**src/ccs_pkg.sv**
```systemverilog
// Constants, register map and types for the capture/compare status,
// dead-time and shutdown slice.
// Assumes a single 125 MHz clock and an APB register bus.
//
// How it works
// - Group B shutdown state: 11 drives active, 10 inactive, 0x floats.
// - Nonzero dead-time value n inserts exactly n delay periods.
// - Dead-time zero disables insertion; complementary outputs switch at once.
// - Group B shutdown and dead-time fields exist only in the multi-output variant.
// - Unimplemented register bits read as zero.
// - Period update pending reads 1 during period transfer.
// - Timer high and low pending flags read 1 during their transfers.
// - Compare A and B pending flags read 1 during their updates.
// - Writing gate arm arms one-shot gating in modes 01 or 10; reads zero.
// - Trigger status is 1 when triggered and running, 0 after clear.
// - Trigger set write triggers timer when triggered operation enabled; reads zero.
// - Trigger clear write cancels trigger when triggered operation enabled; reads zero.
// - Shutdown flag is 1 during shutdown, 0 normally, software clearable.
// - Compare event flag sets on event, stays until software clears.
// - Capture disable blocks capture events from the capture input.
// - Capture overflow flag sets on FIFO overflow, stays until cleared.
// - Capture not empty flag follows capture buffer contents.
// - With restart enable, shutdown flag clears at next period after input ends.
// - Gating mode 10 falling sets disable, 01 rising clears, 00 level.
package ccs_pkg;

    // ==================================================
    // Register byte addresses
    localparam logic [11:0] CCS_ADDR_CON3 = 12'h000;
    localparam logic [11:0] CCS_ADDR_STAT = 12'h004;
    localparam logic [11:0] CCS_ADDR_CTRL = 12'h008;

    // ==================================================
    // Control 3 fields
    localparam int CCS_DT_LSB = 0;
    localparam int CCS_DT_W = 6;
    localparam int CCS_PSSB_LSB = 16;
    localparam logic [31:0] CCS_CON3_MASK = 32'h0003_003f;
    localparam logic [5:0] CCS_DT_OFF = 6'h00;

    // ==================================================
    // Status bits
    localparam int CCS_B_NE = 0;
    localparam int CCS_B_OV = 1;
    localparam int CCS_B_DIS = 2;
    localparam int CCS_B_CMP = 3;
    localparam int CCS_B_SD = 4;
    localparam int CCS_B_TCLR = 5;
    localparam int CCS_B_TSET = 6;
    localparam int CCS_B_TRIG = 7;
    localparam int CCS_B_ARM = 10;
    localparam int CCS_B_WIP = 16;
    localparam int CCS_WIP_W = 5;

    // ==================================================
    // Extra control register fields
    localparam int CCS_C_TRIGGERED_OPERATION_ENABLE = 0;
    localparam int CCS_C_RSEN = 1;
    localparam int CCS_C_GSM = 2;
    localparam logic [31:0] CCS_CTRL_MASK = 32'h0000_000f;

    // ==================================================
    // Shutdown state and gating mode codes
    localparam logic [1:0] CCS_SD_ACTIVE = 2'h3;
    localparam logic [1:0] CCS_SD_INACTIVE = 2'h2;
    localparam logic [1:0] CCS_GSM_LEVEL = 2'h0;
    localparam logic [1:0] CCS_GSM_RISE = 2'h1;
    localparam logic [1:0] CCS_GSM_FALL = 2'h2;

    // Number of complementary pairs
    localparam int CCS_PAIRS = 3;

    // Dead-time output state
    typedef enum logic [1:0] {CCS_DT_IDLE, CCS_DT_WAIT} ccs_dt_state_t;

endpackage

```
**src/ccs_deadtime.sv**
```systemverilog
// One complementary pair with dead-time insertion.
// Assumes pwm_in synchronous to pclk; dead_time_count static while running.
`timescale 1ns/100ps
`default_nettype none
module ccs_deadtime (
    // Clock and reset
    input wire logic pclk,
    input wire logic presetn,
    // Control
    input wire logic [5:0] dead_time_count,
    input wire logic pwm_in,
    // Outputs
    output logic out_hi_ff,
    output logic out_lo_ff
);
    ccs_pkg::ccs_dt_state_t st_ff, nxt_st;
    logic [5:0] cnt_ff, nxt_cnt;
    logic nxt_hi, nxt_lo;

    // Next state: on each edge of pwm_in both sides go low for n cycles
    always_comb begin
        nxt_st = st_ff;
        nxt_cnt = cnt_ff;
        nxt_hi = out_hi_ff;
        nxt_lo = out_lo_ff;
        if (dead_time_count == ccs_pkg::CCS_DT_OFF) begin
            nxt_st = ccs_pkg::CCS_DT_IDLE;
            nxt_hi = pwm_in;
            nxt_lo = !pwm_in;
        end else begin
            case (st_ff)
                ccs_pkg::CCS_DT_IDLE: begin
                    if (pwm_in != out_hi_ff || pwm_in == out_lo_ff) begin
                        nxt_hi = 1'b0;
                        nxt_lo = 1'b0;
                        nxt_cnt = dead_time_count - 6'h01;
                        nxt_st = ccs_pkg::CCS_DT_WAIT;
                    end
                end
                ccs_pkg::CCS_DT_WAIT: begin
                    if (cnt_ff == 6'h00) begin
                        nxt_hi = pwm_in;
                        nxt_lo = !pwm_in;
                        nxt_st = ccs_pkg::CCS_DT_IDLE;
                    end else begin
                        nxt_cnt = cnt_ff - 6'h01;
                    end
                end
                default: nxt_st = ccs_pkg::CCS_DT_IDLE;
            endcase
        end
    end

    // Register the pair
    always_ff @(posedge pclk or negedge presetn) begin
        if (!presetn) begin
            st_ff <= ccs_pkg::CCS_DT_IDLE;
            cnt_ff <= 6'h00;
            out_hi_ff <= 1'b0;
            out_lo_ff <= 1'b0;
        end else begin
            st_ff <= nxt_st;
            cnt_ff <= nxt_cnt;
            out_hi_ff <= nxt_hi;
            out_lo_ff <= nxt_lo;
        end
    end

    // Assertions
    a_dt_zero_direct: assert property (@(posedge pclk) disable iff (!presetn)
        (dead_time_count == 6'h00 && $stable(dead_time_count)) |=> (out_hi_ff == $past(pwm_in)))
        else $error("zero dead time did not pass pwm through");
    a_dt_no_overlap: assert property (@(posedge pclk) disable iff (!presetn)
        !(out_hi_ff && out_lo_ff))
        else $error("both complementary outputs high");
    a_dt_gap_len: assert property (@(posedge pclk) disable iff (!presetn)
        (st_ff == ccs_pkg::CCS_DT_IDLE && dead_time_count == 6'h02 && $stable(dead_time_count)
         && pwm_in != out_hi_ff) |=> (!out_hi_ff && !out_lo_ff)[*2])
        else $error("dead time gap shorter than programmed");
    c_dt_gap: cover property (@(posedge pclk) disable iff (!presetn) st_ff == ccs_pkg::CCS_DT_WAIT);
endmodule
`default_nettype wire

```
**src/ccs_status_top.sv**
```systemverilog
// Status, dead-time and group B shutdown slice of a capture/compare timer.
// Assumes APB master on pclk; all event inputs are one-cycle pulses or levels
// synchronous to pclk from the rest of the timer.
//
// The register offsets and the APB interface to the registers were left to the implementer.
`timescale 1ns/100ps
`default_nettype none
module ccs_status_top (
    // APB slave
    input wire logic pclk,
    input wire logic presetn,
    input wire logic psel,
    input wire logic penable,
    input wire logic pwrite,
    input wire logic [11:0] paddr,
    input wire logic [31:0] pwdata,
    output logic [31:0] prdata,
    output logic pready,
    output logic pslverr,
    // Timer side events and levels
    input wire logic [4:0] update_busy,
    input wire logic hw_trigger,
    input wire logic shutdown_in,
    input wire logic period_start,
    input wire logic compare_event,
    input wire logic capture_pin,
    input wire logic capture_gate,
    input wire logic capture_overflow,
    input wire logic capture_not_empty,
    input wire logic [2:0] pwm_in,
    // Timer side controls
    output logic timer_run,
    output logic capture_event,
    // Group A/C/E pins
    output logic [2:0] pin_ace_o,
    output logic [2:0] pin_ace_oe,
    // Group B/D/F pins
    output logic [2:0] pin_bdf_o,
    output logic [2:0] pin_bdf_oe
);
    // Multi-output variant fields are present
    localparam bit MULTI_OUTPUT = 1'b1;

    // ==================================================
    // Bus decode
    logic wr_en, rd_en, hit_con3, hit_stat, hit_ctrl;
    logic [31:0] con3_ff, nxt_con3;
    logic [31:0] ctrl_ff, nxt_ctrl;
    logic [31:0] prdata_ff, nxt_prdata;
    logic pready_ff, nxt_pready, pslverr_ff, nxt_pslverr;

    // Address match helper
    function automatic logic addr_is(input logic [11:0] a, input logic [11:0] r);
        addr_is = (a == r);
    endfunction

    // Decode and strobes
    always_comb begin
        hit_con3 = addr_is(paddr, ccs_pkg::CCS_ADDR_CON3);
        hit_stat = addr_is(paddr, ccs_pkg::CCS_ADDR_STAT);
        hit_ctrl = addr_is(paddr, ccs_pkg::CCS_ADDR_CTRL);
        wr_en = psel && penable && pready_ff && pwrite;
        rd_en = psel && !penable && !pwrite;
    end

    // ==================================================
    // Status state
    logic trig_ff, nxt_trig;
    logic sd_ff, nxt_sd;
    logic cmp_ff, nxt_cmp;
    logic dis_ff, nxt_dis;
    logic ov_ff, nxt_ov;
    logic armed_ff, nxt_armed;
    logic gate_d_ff, nxt_gate_d;
    logic cap_d_ff, nxt_cap_d;
    logic cap_ev_ff, nxt_cap_ev;
    logic [4:0] wip_ff, nxt_wip;
    logic [31:0] stat_rd;
    logic [1:0] gsm;
    logic triggered_operation_enable, rsen;

    // Status readback; write-only and unimplemented bits read zero
    always_comb begin
        stat_rd = 32'h0000_0000;
        stat_rd[ccs_pkg::CCS_B_WIP +: ccs_pkg::CCS_WIP_W] = wip_ff;
        stat_rd[ccs_pkg::CCS_B_TRIG] = trig_ff;
        stat_rd[ccs_pkg::CCS_B_SD] = sd_ff;
        stat_rd[ccs_pkg::CCS_B_CMP] = cmp_ff;
        stat_rd[ccs_pkg::CCS_B_DIS] = dis_ff;
        stat_rd[ccs_pkg::CCS_B_OV] = ov_ff;
        stat_rd[ccs_pkg::CCS_B_NE] = capture_not_empty;
        gsm = ctrl_ff[ccs_pkg::CCS_C_GSM +: 2];
        triggered_operation_enable = ctrl_ff[ccs_pkg::CCS_C_TRIGGERED_OPERATION_ENABLE];
        rsen = ctrl_ff[ccs_pkg::CCS_C_RSEN];
    end

    // Register writes and APB answer (no wait state: pready in first access cycle)
    always_comb begin
        nxt_con3 = con3_ff;
        nxt_ctrl = ctrl_ff;
        nxt_prdata = prdata_ff;
        nxt_pready = psel && !penable;
        nxt_pslverr = 1'b0;
        if (psel && !penable) begin
            nxt_pslverr = !(hit_con3 || hit_stat || hit_ctrl);
            if (rd_en) begin
                if (hit_con3) begin
                    nxt_prdata = con3_ff;
                end else if (hit_stat) begin
                    nxt_prdata = stat_rd;
                end else if (hit_ctrl) begin
                    nxt_prdata = ctrl_ff;
                end else begin
                    nxt_prdata = 32'h0000_0000;
                end
            end
        end
        if (wr_en && hit_con3) begin
            nxt_con3 = MULTI_OUTPUT ? (pwdata & ccs_pkg::CCS_CON3_MASK) : 32'h0000_0000;
        end else if (wr_en && hit_ctrl) begin
            nxt_ctrl = pwdata & ccs_pkg::CCS_CTRL_MASK;
        end
    end

    // Status flags; hardware set wins over software clear
    always_comb begin
        logic stw;
        logic gate_rise, gate_fall;
        stw = wr_en && hit_stat;
        gate_rise = capture_gate && !gate_d_ff;
        gate_fall = !capture_gate && gate_d_ff;
        nxt_wip = update_busy;
        nxt_gate_d = capture_gate;
        nxt_cap_d = capture_pin;
        // Trigger
        nxt_trig = trig_ff;
        if (hw_trigger) begin
            nxt_trig = 1'b1;
        end else if (stw && triggered_operation_enable && pwdata[ccs_pkg::CCS_B_TSET]) begin
            nxt_trig = 1'b1;
        end else if (stw && triggered_operation_enable && pwdata[ccs_pkg::CCS_B_TCLR]) begin
            nxt_trig = 1'b0;
        end
        // Shutdown flag
        nxt_sd = sd_ff;
        if (shutdown_in) begin
            nxt_sd = 1'b1;
        end else if (stw && !pwdata[ccs_pkg::CCS_B_SD]) begin
            nxt_sd = 1'b0;
        end else if (rsen && sd_ff && period_start) begin
            nxt_sd = 1'b0;
        end
        // Compare event
        nxt_cmp = cmp_ff;
        if (compare_event) begin
            nxt_cmp = 1'b1;
        end else if (stw && !pwdata[ccs_pkg::CCS_B_CMP]) begin
            nxt_cmp = 1'b0;
        end
        // Overflow
        nxt_ov = ov_ff;
        if (capture_overflow) begin
            nxt_ov = 1'b1;
        end else if (stw && !pwdata[ccs_pkg::CCS_B_OV]) begin
            nxt_ov = 1'b0;
        end
        // Gate arm and capture disable
        nxt_armed = armed_ff;
        nxt_dis = dis_ff;
        if (stw && pwdata[ccs_pkg::CCS_B_ARM] && (gsm == ccs_pkg::CCS_GSM_RISE || gsm == ccs_pkg::CCS_GSM_FALL)) begin
            nxt_armed = 1'b1;
        end
        if (gsm == ccs_pkg::CCS_GSM_LEVEL) begin
            nxt_dis = !capture_gate;
            nxt_armed = 1'b0;
        end else if (armed_ff && gsm == ccs_pkg::CCS_GSM_FALL && gate_fall) begin
            nxt_dis = 1'b1;
            nxt_armed = 1'b0;
        end else if (armed_ff && gsm == ccs_pkg::CCS_GSM_RISE && gate_rise) begin
            nxt_dis = 1'b0;
            nxt_armed = 1'b0;
        end else if (stw && !pwdata[ccs_pkg::CCS_B_DIS]) begin
            nxt_dis = 1'b0;
        end
        // Capture input edge gated by disable
        nxt_cap_ev = (capture_pin && !cap_d_ff) && !dis_ff;
    end

    // Register all control state
    always_ff @(posedge pclk or negedge presetn) begin
        if (!presetn) begin
            con3_ff <= 32'h0000_0000;
            ctrl_ff <= 32'h0000_0000;
            prdata_ff <= 32'h0000_0000;
            pready_ff <= 1'b0;
            pslverr_ff <= 1'b0;
            trig_ff <= 1'b0;
            sd_ff <= 1'b0;
            cmp_ff <= 1'b0;
            dis_ff <= 1'b0;
            ov_ff <= 1'b0;
            armed_ff <= 1'b0;
            gate_d_ff <= 1'b0;
            cap_d_ff <= 1'b0;
            cap_ev_ff <= 1'b0;
            wip_ff <= 5'h00;
        end else begin
            con3_ff <= nxt_con3;
            ctrl_ff <= nxt_ctrl;
            prdata_ff <= nxt_prdata;
            pready_ff <= nxt_pready;
            pslverr_ff <= nxt_pslverr;
            trig_ff <= nxt_trig;
            sd_ff <= nxt_sd;
            cmp_ff <= nxt_cmp;
            dis_ff <= nxt_dis;
            ov_ff <= nxt_ov;
            armed_ff <= nxt_armed;
            gate_d_ff <= nxt_gate_d;
            cap_d_ff <= nxt_cap_d;
            cap_ev_ff <= nxt_cap_ev;
            wip_ff <= nxt_wip;
        end
    end

    // ==================================================
    // Dead time and pin drive
    logic [2:0] dt_hi, dt_lo;
    logic [2:0] nxt_ace_o, nxt_ace_oe, nxt_bdf_o, nxt_bdf_oe;
    logic [2:0] ace_o_ff, ace_oe_ff, bdf_o_ff, bdf_oe_ff;
    logic run_ff;
    logic [1:0] pssb;

    // One dead-time pair per output pair
    genvar gi;
    generate
        for (gi = 0; gi < ccs_pkg::CCS_PAIRS; gi++) begin : g_pair
            ccs_deadtime u_dt (
                .pclk(pclk),
                .presetn(presetn),
                .dead_time_count(con3_ff[ccs_pkg::CCS_DT_LSB +: ccs_pkg::CCS_DT_W]),
                .pwm_in(pwm_in[gi]),
                .out_hi_ff(dt_hi[gi]),
                .out_lo_ff(dt_lo[gi])
            );
        end
    endgenerate

    // Group B shutdown state selection
    always_comb begin
        pssb = con3_ff[ccs_pkg::CCS_PSSB_LSB +: 2];
        nxt_ace_o = dt_hi;
        nxt_ace_oe = 3'h7;
        nxt_bdf_o = dt_lo;
        nxt_bdf_oe = 3'h7;
        if (sd_ff) begin
            nxt_ace_o = 3'h0;
            nxt_ace_oe = 3'h0;
            if (pssb == ccs_pkg::CCS_SD_ACTIVE) begin
                nxt_bdf_o = 3'h7;
            end else if (pssb == ccs_pkg::CCS_SD_INACTIVE) begin
                nxt_bdf_o = 3'h0;
            end else begin
                nxt_bdf_o = 3'h0;
                nxt_bdf_oe = 3'h0;
            end
        end
    end

    // Output pin registers
    always_ff @(posedge pclk or negedge presetn) begin
        if (!presetn) begin
            ace_o_ff <= 3'h0;
            ace_oe_ff <= 3'h0;
            bdf_o_ff <= 3'h0;
            bdf_oe_ff <= 3'h0;
            run_ff <= 1'b0;
        end else begin
            ace_o_ff <= nxt_ace_o;
            ace_oe_ff <= nxt_ace_oe;
            bdf_o_ff <= nxt_bdf_o;
            bdf_oe_ff <= nxt_bdf_oe;
            run_ff <= nxt_trig;
        end
    end

    // Output connections
    assign prdata = prdata_ff;
    assign pready = pready_ff;
    assign pslverr = pslverr_ff;
    assign timer_run = run_ff;
    assign capture_event = cap_ev_ff;
    assign pin_ace_o = ace_o_ff;
    assign pin_ace_oe = ace_oe_ff;
    assign pin_bdf_o = bdf_o_ff;
    assign pin_bdf_oe = bdf_oe_ff;

    // ==================================================
    // Assertions
    a_sd_float: assert property (@(posedge pclk) disable iff (!presetn)
        (sd_ff && !pssb[1]) |=> (pin_bdf_oe == 3'h0))
        else $error("group b not floated in shutdown");
    a_sd_active: assert property (@(posedge pclk) disable iff (!presetn)
        (sd_ff && pssb == 2'h3) |=> (pin_bdf_o == 3'h7 && pin_bdf_oe == 3'h7))
        else $error("group b not driven active in shutdown");
    a_stat_zero_bits: assert property (@(posedge pclk) disable iff (!presetn)
        (stat_rd & 32'hffe0_ff60) == 32'h0000_0000)
        else $error("unimplemented status bits not zero");
    a_wip_track: assert property (@(posedge pclk) disable iff (!presetn)
        ##1 (stat_rd[20:16] == $past(update_busy)))
        else $error("pending flags do not follow transfers");
    a_trig_set: assert property (@(posedge pclk) disable iff (!presetn)
        (wr_en && hit_stat && triggered_operation_enable && pwdata[6]) |=> trig_ff)
        else $error("trigger set request ignored");
    a_trig_clear: assert property (@(posedge pclk) disable iff (!presetn)
        (wr_en && hit_stat && triggered_operation_enable && pwdata[5] && !pwdata[6] && !hw_trigger) |=> !trig_ff)
        else $error("trigger clear request ignored");
    a_cmp_sticky: assert property (@(posedge pclk) disable iff (!presetn)
        compare_event |=> cmp_ff)
        else $error("compare event flag not set");
    a_ov_sticky: assert property (@(posedge pclk) disable iff (!presetn)
        (ov_ff && !(wr_en && hit_stat)) |=> ov_ff)
        else $error("overflow flag lost without clear");
    a_cap_block: assert property (@(posedge pclk) disable iff (!presetn)
        dis_ff |=> !capture_event)
        else $error("capture while disabled");
    a_sd_restart: assert property (@(posedge pclk) disable iff (!presetn)
        (rsen && sd_ff && period_start && !shutdown_in && !(wr_en && hit_stat)) |=> !sd_ff)
        else $error("shutdown flag not auto cleared");
    a_gate_fall: assert property (@(posedge pclk) disable iff (!presetn)
        (armed_ff && gsm == 2'h2 && gate_d_ff && !capture_gate) |=> dis_ff ##1 !armed_ff[*1])
        else $error("armed falling gate did not disable capture");
    a_sd_set: assert property (@(posedge pclk) disable iff (!presetn)
        shutdown_in |=> sd_ff)
        else $error("shutdown flag not set by shutdown input");
    a_hw_trig: assert property (@(posedge pclk) disable iff (!presetn)
        hw_trigger |=> trig_ff)
        else $error("hardware trigger ignored");
    c_shutdown: cover property (@(posedge pclk) disable iff (!presetn) shutdown_in ##1 sd_ff);
    c_trigger: cover property (@(posedge pclk) disable iff (!presetn) !trig_ff ##1 trig_ff);
    c_capture: cover property (@(posedge pclk) disable iff (!presetn) capture_event);
    c_arm: cover property (@(posedge pclk) disable iff (!presetn) !armed_ff ##1 armed_ff);
endmodule
`default_nettype wire
```
**config.mk**
```make
export PLATFORM = sky130hd
export DESIGN_NAME = ccs_status_top
export DESIGN_NICKNAME = d
export VERILOG_FILES = /design/src/ccs_pkg.sv /design/src/ccs_deadtime.sv /design/src/ccs_status_top.sv
export SDC_FILE = /design/constraint.sdc
export NUM_CORES = 1
export LEC_CHECK = 0
export ABC_CLOCK_PERIOD_IN_PS = 6400
export BUFFER_PORTS_ARGS = -buffer_cell sky130_fd_sc_hd__buf_2
export CAP_MARGIN = 0
export CORE_MARGIN = 10
export CORE_UTILIZATION = 57
export CTS_CLUSTER_SIZE = 25
export DETAILED_ROUTE_END_ITERATION = 8
export MAX_ROUTING_LAYER = met4
export PLACE_DENSITY_LB_ADDON = 0.2
export SETUP_SLACK_MARGIN = 0.1
export SLEW_MARGIN = 5
export SYNTH_ARGS = -nofsm -noshare
export SYNTH_HDL_FRONTEND = slang
export SYNTH_HIERARCHICAL = 1
export SYNTH_SLANG_ARGS = --single-unit
export TNS_END_PERCENT = 30
```
**constraint.sdc**
```tcl
create_clock -name pclk -period 6.4 [get_ports pclk]
set_input_delay 0 -clock pclk [delete_from_list [all_inputs] [get_ports pclk]]
set_output_delay 0 -clock pclk [all_outputs]
set_load 0.01 [all_outputs]
```
==> results of run 1 <==
[cell usage after synthesis (all sizes together), types with 7 or more instances]
| cell type | instances |
|---|---|
| o21ai | 39 |
| or2 | 7 |
| nor2b | 7 |
| inv | 19 |
| nor3 | 11 |
| mux2i | 17 |
| nand2b | 9 |
| buf | 33 |
| nor3b | 7 |
| mux2 | 15 |
| a21oi | 13 |
| dfrtp | 75 |
| nor2 | 14 |
| nand4 | 7 |
| o211ai | 8 |
| nand2 | 22 |
[routing by layer]
layer  up-vias  wire length [um]  track usage [%]
met1      1646              4440             23.4
met5         -                 0                -
met2       110              5160             30.9
li1       1632                 -                -
met3        15               468             3.19
met4         0               185             8.14
[metrics by stage]
stage	instances	cell area (um^2)	power [uW]	hold slack (ns)
global route	598	4940	1030	0.0711
finish	598	4940	993	0.0408
CTS	597	4940	998	0.0319
floorplan	421	4190	552	-0.296
global placement	549	4400	580	0.110
detailed placement	549	4400	582	0.109
[registers in the layout, indices dropped and copies added, names as in the netlist, 3 cells and up]
name and cells:
wip_ff 5, con3_ff 8, ctrl_ff 4, g_pair.u_dt/out_lo_ff 3, g_pair.u_dt/out_hi_ff 3, prdata 12, pin_ace_o 3, pin_bdf_o 3
g_pair.u_dt/st_ff 3, g_pair.u_dt/cnt_ff 18
[cells by family after synthesis]
family | after synthesis
XOR/XNOR | 6
multiplexers | 32
adder cells (fa/ha/maj) | 6
buffers and inverters | 58
AO/OA/AOI/OAI | 103
AND/OR/NAND/NOR | 121
other | 1
flip-flops | 75
[power by group]
group / leakage [uW] / total [uW] / internal [uW] / switching (uW)
Combinational: 0.00122 / 90.5 / 41.7 / 48.8
Sequential: 0.000952 / 496 / 486 / 10.4
Clock: 0.000111 / 407 / 231 / 176
[path summary, 6_finish.rpt]
check | startpoint | end | slack (ns) | cells after the start
worst max-delay path | paddr[3] | timer_run | 3.87 | 7
worst min-delay path | paddr[2] | pslverr | 0.04 | 3
worst max register to register | pready | timer_run | 4.11 | 5
worst min register to register | cap_d_ff | capture_event | 0.40 | 1
max in group asynchronous | presetn | pin_bdf_o[1] | 5.46 | 2
min in group asynchronous | presetn | pin_bdf_oe[1] | 0.32 | 2
[tightest hold or removal path, delay by kind of cell]
family	cells	cell delay, ns
compound gates	1	0.07
simple gates	1	0.09
buf+inv	1	0.19
[layout by cell type (no fill, tap or decap), drive strengths merged, types with 11 or more instances in the layout]
cell type / instances
nor3: 11
dlygate4sd3: 32
nor2: 14
inv: 19
buf: 71
mux2: 15
mux2i: 17
nand2: 22
a21oi: 13
clkbuf: 12
dfrtp: 75
o21ai: 39
conb: 20
[repair_timing]
item	4_1_cts	5_1_grt
hold buffers	32	0
buffers inserted	0	0
hold endpoints to repair	110	0
[layout make-up]
cell class,instances,share of cell area (%)
Sequential cell,75,38.0
Antenna cell,1,0.0506
Multi-Input combinational cell,288,39.9
Timing Repair Buffer,103,13.8
Clock inverter,4,1.49
Clock buffer,12,2.94
Tap cell,96,2.43
Inverter,19,1.49
==> results.ini, run 1 <==
[outcome]
status=completed

[placed_design]
port_buffers=70
dp_slack_ns=4.13
dp_hpwl_mm=6.98
gp_congestion=0.891

[global_route]
grt_usage_pct=19.2
grt_pass1_vias=3485
antenna_found_initial=1
grt_overflow=0
grt_pass1_wl_mm=17.0
grt_max_degree=76

[timing]
worst_pin_slew_ns=0.943
relSlewSlack_pct=37.1
tns_ns=0
hold_violations=0
fin_crit_ns=2.53
fmax_mhz=395
timing.final.crit_share_pct=39.6
setup_viol=0
grt_setup_unrepaired=no
skew_ns=0.00983
drv_slew=0
fin_ws_ns=3.87

[floorplan]
die_area_mm2=0.0110
coreArea_mm2=0.00691
row_count=30
start_util_pct=59.7
io_pins=113
chipHeight_um=105
die_w_um=105

[worst_setup_path]
crit_slowest_cell=or4b_2
worst_path_dominant_cell_family=buffers and inverters
worstPathArrival_ns=2.77
crit_top_cell=dlygate4sd3_1
crit_type=input port to flop
startpoint_type=input port
critical_path_buf_inv_count=3
required_ns=6.64
cp_max_fo=7
end_kind=flop
slowest_delay_ns=0.63
crit_chain=dlygate4sd3_1, buf_2, or4b_2, or4_1, o21ai_0, o211ai_1, dlygate4sd3_1

[cts]
cts_resized=0
cts_sinks=75
clk_pin_slew_ns=0.08
clk_latency_ns=0.35
cts_buffer_depth=2
cts_buffers=9
ctsHtreeMaxLevel=3
cts_tree=yes
cts_root_buffer=clkbuf_8

[yosys]
synth_cells=402
synth.cell_area_mm2=0.00412
synthSimpleGateAreaFrac_pct=17.5
synth_mux_area_share_pct=8.50
synth_top_area_share_pct=45.6
ys.flop_type=dfrtp_1
synth_compound_area_share_pct=16.9
ys_types=62
synth.avg_cell_area_um2=10.2
yosysSeqAreaShare_pct=45.6
synth-async-reset-ratio_pct=100
yosys-top-cells-area=dfrtp_1 (46%), o21ai_0 (4.5%), buf_4 (4.4%)
synthAdderAreaFrac_pct=1.82
ys.warnings.count=6
synthXorXnorAreaFrac_pct=1.28
ys_seq_elements=75
synth_edf_count=0
synth_top_family_by_area=simple AND/OR/NAND/NOR gates
synth_top_area_cell=dfrtp_1

[layout]
layout-drive-gt1-share_pct=23.0
fin_util_pct=71.6
multi_input_comb_area_mm2=0.00197
finalNetCount=567
areaGrowthSynthToFinish_pct=20.0
fill_cells=545
ff_latch_area_mm2=0.00188

[detailed_routing]
viasPerCell=5.69
drc=0
dr_total_vias=3403
firstDrtPassIters=5
first_iter_violations=190
wire_per_inst_um=17.1
wl_mm=10.3
ant_nets=0

[power_and_ir_drop]
irDropWorstVdd_uv=122
p_per_area_mw_per_mm2=201
p_leak_uw=0.00229

[hold_path]
worstHoldPathType=input port to flop

[job]
maxCapViolations=0

(Power assumes the default switching activity.)
==> run 2: changes to the inputs <==
ABC_CLOCK_PERIOD_IN_PS = 2170   (was 6400)
CORE_UTILIZATION = 48   (was 57)
clock period = 2.17 ns   (was 6.4 ns; I/O delays follow)
==> run 2 against run 1 <==
- cell area up 4.3%
- clock power rose to 3.4 times the previous value
- via count rose by 1.9%
- die area grew 15%
- non-clock buffer count increased by 22
- flip-flop and latch count stayed put
- register-to-register slack got worse by 3.9 ns
- utilization fell by 9.5 points
- largest cell class unchanged
- largest power group unchanged
==> results.ini, run 2 (same netlist as run 1, synthesis figures left out) <==
[layout]
final_common_cell=dfrtp_1
fin_util_pct=62.1
largest_reg_flops=18
top_register=g_pair.u_dt/cnt_ff
layout-drive-gt1-share_pct=27.0
finalNetCount=589
diodes=0
areaGrowthSynthToFinish_pct=25.1
fill_cells=682
most-common-layout-cells=dfrtp_1 (75), buf_2 (69), o21ai_0 (37)
final_cell_area_mm2=0.00515

[worst_setup_path]
reg2reg_depth=4
r2r-end=g_pair[1].u_dt/cnt_ff[0]
crit_type=flop to flop
cp_max_fo=9
reg2reg_from=con3_ff[2]
reg2reg_slack_ns=0.19
crit_slowest_cell=dfrtp_1
required_ns=2.41
end_kind=flop
slowest_delay_ns=0.50
worstPathArrival_ns=2.23
crit_chain=or3_1, or2_1, and3_1, mux2_4
startpoint_type=flop

[detailed_routing]
firstDrtPassIters=4
first_iter_violations=191
viasPerCell=5.52
dr_total_vias=3467
drc=0
wire_per_inst_um=16.5
ant_nets=0
wl_mm=10.3

[power_and_ir_drop]
irDropWorstVdd_uv=480
p_leak_uw=0.00243
p_sw_uw=700
p_comb_share_pct=9.1
p_sw_share_pct=22.4
seqPwrFrac_pct=46.8
internal-power_uw=2430
p_clk_share_pct=44.1
p_per_area_mw_per_mm2=607

[global_route]
grt_pass1_vias=3541
grt_pass1_wl_mm=17.3
antenna_found_initial=0
grt_util_met3_pct=4.74
grt_max_degree=42
grt.busiest_layer=met2
gr-usage-met1_pct=20.2
grt_overflow=0
grt_usage_pct=16.7
use_met2_pct=26.8

[hold_path]
min-delay-start=psel
min_to=pslverr
holdPathStages=3
worstHoldPathType=input port to flop

[cts]
ctsHtreeMaxLevel=3
cts_setup_buffers=0
hold_buffers=30
clk_latency_ns=0.35
cts_sinks=75
cts_resized=0
cts_buffer_depth=2
clk_pin_slew_ns=0.08
cts_tree=yes
cts_buffers=9
cts_root_buffer=clkbuf_8

[timing]
worst_pin_slew_ns=0.576
skew_ns=0.00816
hold_violations=0
setup_viol=0
fmax_mhz=504
grt_setup_unrepaired=no
tns_ns=0
relSlewSlack_pct=61.2
drv_slew=0
fin_crit_ns=1.98
timing.final.crit_share_pct=91.4

[floorplan]
start_util_pct=49.6
chipHeight_um=113
die_w_um=113
coreArea_mm2=0.00830
io_pins=113
die_area_mm2=0.0127
row_count=33

[placed_design]
dp_hpwl_mm=7.46
port_buffers=70
gp_congestion=0.884
dpl-instance-area_mm2=0.00459

[outcome]
status=completed

[job]
maxCapViolations=0

run 2: cell count changes in the layout (fill, tap and decap cells not counted):
cell | previous run | this run
buf_4 | 2 | 26
clkbuf_8 | 10 | 12
diode_2 | 1 | 0
dlygate4sd3_1 | 32 | 30
bufinv_16 | 2 | 3
clkinv_4 | 1 | 0
clkbuf_1 | 2 | 0
run 2: critical path, delay by kind of cell (launching register included):
| family | cells | cell delay (ns) |
|---|---|---|
| flip-flops | 1 | 0.50 |
| multiplexers | 1 | 0.31 |
| AND/OR/NAND/NOR | 3 | 1.07 |
run 2: worst max path at each step:
stage | cells past startpoint | start | slack [ns] | end
after CTS | 4 | con3_ff[2] | 0.19 | g_pair[1].u_dt/cnt_ff[0]
final | 4 | con3_ff[2] | 0.19 | g_pair[1].u_dt/cnt_ff[0]
after global routing | 4 | con3_ff[2] | 0.12 | g_pair[0].u_dt/cnt_ff[0]
after detailed placement | 5 | paddr[5] | 0.07 | con3_ff[17]
after floorplan | 7 | con3_ff[2] | 0.13 | g_pair[0].u_dt/cnt_ff[0]
after global placement | 5 | paddr[5] | 0.11 | con3_ff[16]
run 2: metrics by stage:
stage	cells	hold WS [ns]	setup slack, ns	power (uW)
finish	628	0.0584	0.187	3130
global route	628	0.0648	0.116	3250
CTS	628	0.0507	0.192	3150
detailed placement	582	0.0252	0.0680	1730
global placement	582	0.0251	0.106	1730
floorplan	421	-0.296	0.129	1630
run 2: routing by layer:
| layer | vias to the layer above | wire length, um | part of all wire, % |
|---|---|---|---|
| met5 | - | 0 | 0 |
| met4 | 0 | 167 | 1.6 |
| met3 | 18 | 597 | 5.8 |
| met2 | 123 | 4930 | 48 |
| met1 | 1658 | 4650 | 45 |
| li1 | 1668 | - | - |
run 2: cell type report:
class	instances	area [um^2]	share of cell area [%]
multi-input cells	288	1970	38.2
flip-flops and latches	75	1880	36.4
well taps	105	131	2.55
clock buffers	12	165	3.20
clock inverters	4	95.1	1.85
inverters	19	73.8	1.43
repair buffers	125	841	16.3
run 2: power by group through the flow:
stage | clock, uW | sequential [uW] | combinational, uW
floorplan | 0 | 1490 | 137
global placement | 0 | 1490 | 237
detailed placement | 0 | 1490 | 241
CTS | 1400 | 1460 | 284
global route | 1460 | 1470 | 317
finish | 1380 | 1460 | 285
==> run 3: changes to the inputs <==
GPL_TIMING_DRIVEN = 0   (was not set)
MAX_ROUTING_LAYER = not set   (was met4)
PLACE_DENSITY = 0.77   (was not set)
PLACE_DENSITY_LB_ADDON = not set   (was 0.2)
==> run 3 against run 2 <==
- global-route usage grew 0.069 points
- via count grew 5.5%
- cell area grew 5.4%
- combinational power grew 8.1%
- power shrank 9.4%
- die area is the same
- clock skew grew 0.0010 ns
- sequential share of layout area shrank 1.7 points
==> results.ini, run 3 (same netlist as run 1, synthesis figures left out) <==
[outcome]
status=completed

[timing]
fin_ws_ns=0.0941
hold_slack_ns=0.0454
timing.final.crit_share_pct=95.7
tns_ns=0
setup_viol=0
fmax_mhz=482
skew_ns=0.00918
worst_pin_slew_ns=1.10
fin_crit_ns=2.08
drv_slew=0
relSlewSlack_pct=26.6
grt_setup_unrepaired=yes
hold_violations=0

[worst_setup_path]
end_kind=flop
reg2reg_slack_ns=0.09
crit_type=flop to flop
cp_max_fo=6
required_ns=2.41
worstPathArrival_ns=2.32
slowest_delay_ns=0.56
reg2reg_from=con3_ff[2]
r2r-end=g_pair[2].u_dt/cnt_ff[0]
crit_slowest_cell=or4_4
startpoint_type=flop
reg2reg_depth=6
crit_chain=buf_4, or4_4, or2_4, o211ai_4, inv_4, mux2_4

[floorplan]
coreArea_mm2=0.00830
die_area_mm2=0.0127
die_w_um=113
chipHeight_um=113
start_util_pct=49.6
io_pins=113
row_count=33

[placed_design]
dpl-instance-area_mm2=0.00470
dp_hpwl_mm=7.41
gp_congestion=0.881
port_buffers=70
dp_slack_ns=-0.167

[cts]
cts_buffers=9
clk_pin_slew_ns=0.08
cts_tree=yes
ctsHtreeMaxLevel=3
cts_buffer_depth=2
cts_root_buffer=clkbuf_8
cts_sinks=75
clk_latency_ns=0.35

[layout]
largest_reg_flops=18
layout-drive-gt1-share_pct=33.8
areaGrowthSynthToFinish_pct=31.9
most-common-layout-cells=buf_2 (70), dfrtp_1 (69), buf_4 (48)
final_common_cell=buf_2
finalNetCount=626
fill_cells=660
top_register=g_pair.u_dt/cnt_ff
final_cell_area_mm2=0.00543
diodes=0

[detailed_routing]
first_iter_violations=179
drc=0
dr_total_vias=3657
viasPerCell=5.50
wire_per_inst_um=16.4
ant_nets=0
firstDrtPassIters=5
wl_mm=10.9

[global_route]
grt_max_degree=54
grt_pass1_vias=3734
grt_overflow=0
grt_pass1_wl_mm=17.9
grt_usage_pct=16.8
antenna_found_initial=0

[hold_path]
min_to=pslverr
min-delay-start=psel
worstHoldPathType=input port to flop
holdPathStages=3

[job]
maxCapViolations=0

[power_and_ir_drop]
p_per_area_mw_per_mm2=522
p_total_uw=2830
irDropWorstVdd_uv=385
p_leak_uw=0.00259

==> run 3: what timing repair did <==
item                                    in CTS  in global routing
hold buffers                                30                  0
resized for setup                            9                 18
setup buffers                                6                 17
endpoints found under the setup margin      11                 11
pin swaps                                    0                  1
endpoints found under the hold margin      110                  0
==> run 3: how the worst max path moves through the flow <==
stage / slack (ns) / startpoint / end / depth (start not counted)
6_report: 0.09 / con3_ff[2] / g_pair[2].u_dt/cnt_ff[0] / 6
5_1_grt: 0.06 / con3_ff[2] / g_pair[2].u_dt/cnt_ff[0] / 6
4_1_cts: 0.01 / g_pair[0].u_dt/st_ff[0] / g_pair[0].u_dt/cnt_ff[4] / 6
3_5_place_dp: -0.17 / g_pair[2].u_dt/st_ff[0] / g_pair[2].u_dt/cnt_ff[4] / 7
3_3_place_gp: -0.11 / g_pair[2].u_dt/st_ff[0] / g_pair[2].u_dt/cnt_ff[4] / 7
2_1_floorplan: 0.13 / con3_ff[2] / g_pair[0].u_dt/cnt_ff[0] / 7
==> run 3: final cells by class <==
| class | instances | area, um^2 | share of cell area (%) |
|---|---|---|---|
| Multi-Input combinational cell | 288 | 2010 | 37.0 |
| Sequential cell | 75 | 1880 | 34.7 |
| Timing Repair Buffer | 124 | 853 | 15.7 |
| Buffer | 38 | 290 | 5.34 |
| Tap cell | 105 | 131 | 2.42 |
| Clock buffer | 9 | 124 | 2.28 |
| Inverter | 19 | 73.8 | 1.36 |
| Clock inverter | 7 | 68.8 | 1.27 |
==> run 3: critical path, delay by kind of cell (launching register included) <==
family	cells	cell delay, ns
AOI/OAI and AO/OA	1	0.14
muxes	1	0.30
DFF	1	0.47
and+or+nand+nor	2	0.85
buffers and inverters	2	0.21
==> run 3: power breakdown <==
part	leakage [uW]	switching [uW]	internal, uW
registers	0.000942	32.9	1430
clock network	0.0000950	534	526
logic	0.00155	152	156
==> run 3: per-stage QoR <==
stage	util, %	instances
after global placement	56.3	596
after CTS	63.3	648
after floorplan	-	421
after global routing	65.5	665
final	65.5	665
after detailed placement	56.7	597
==> run 3: metal layers <==
layer / global-route usage [%] / vias to the layer above / routed length, um
met3: 6.71 / 10 / 962
li1: - / 1742 / -
met4: 3.72 / 0 / 93
met1: 19.9 / 1752 / 4460
met2: 28.0 / 153 / 5400
met5: 0 / - / 0
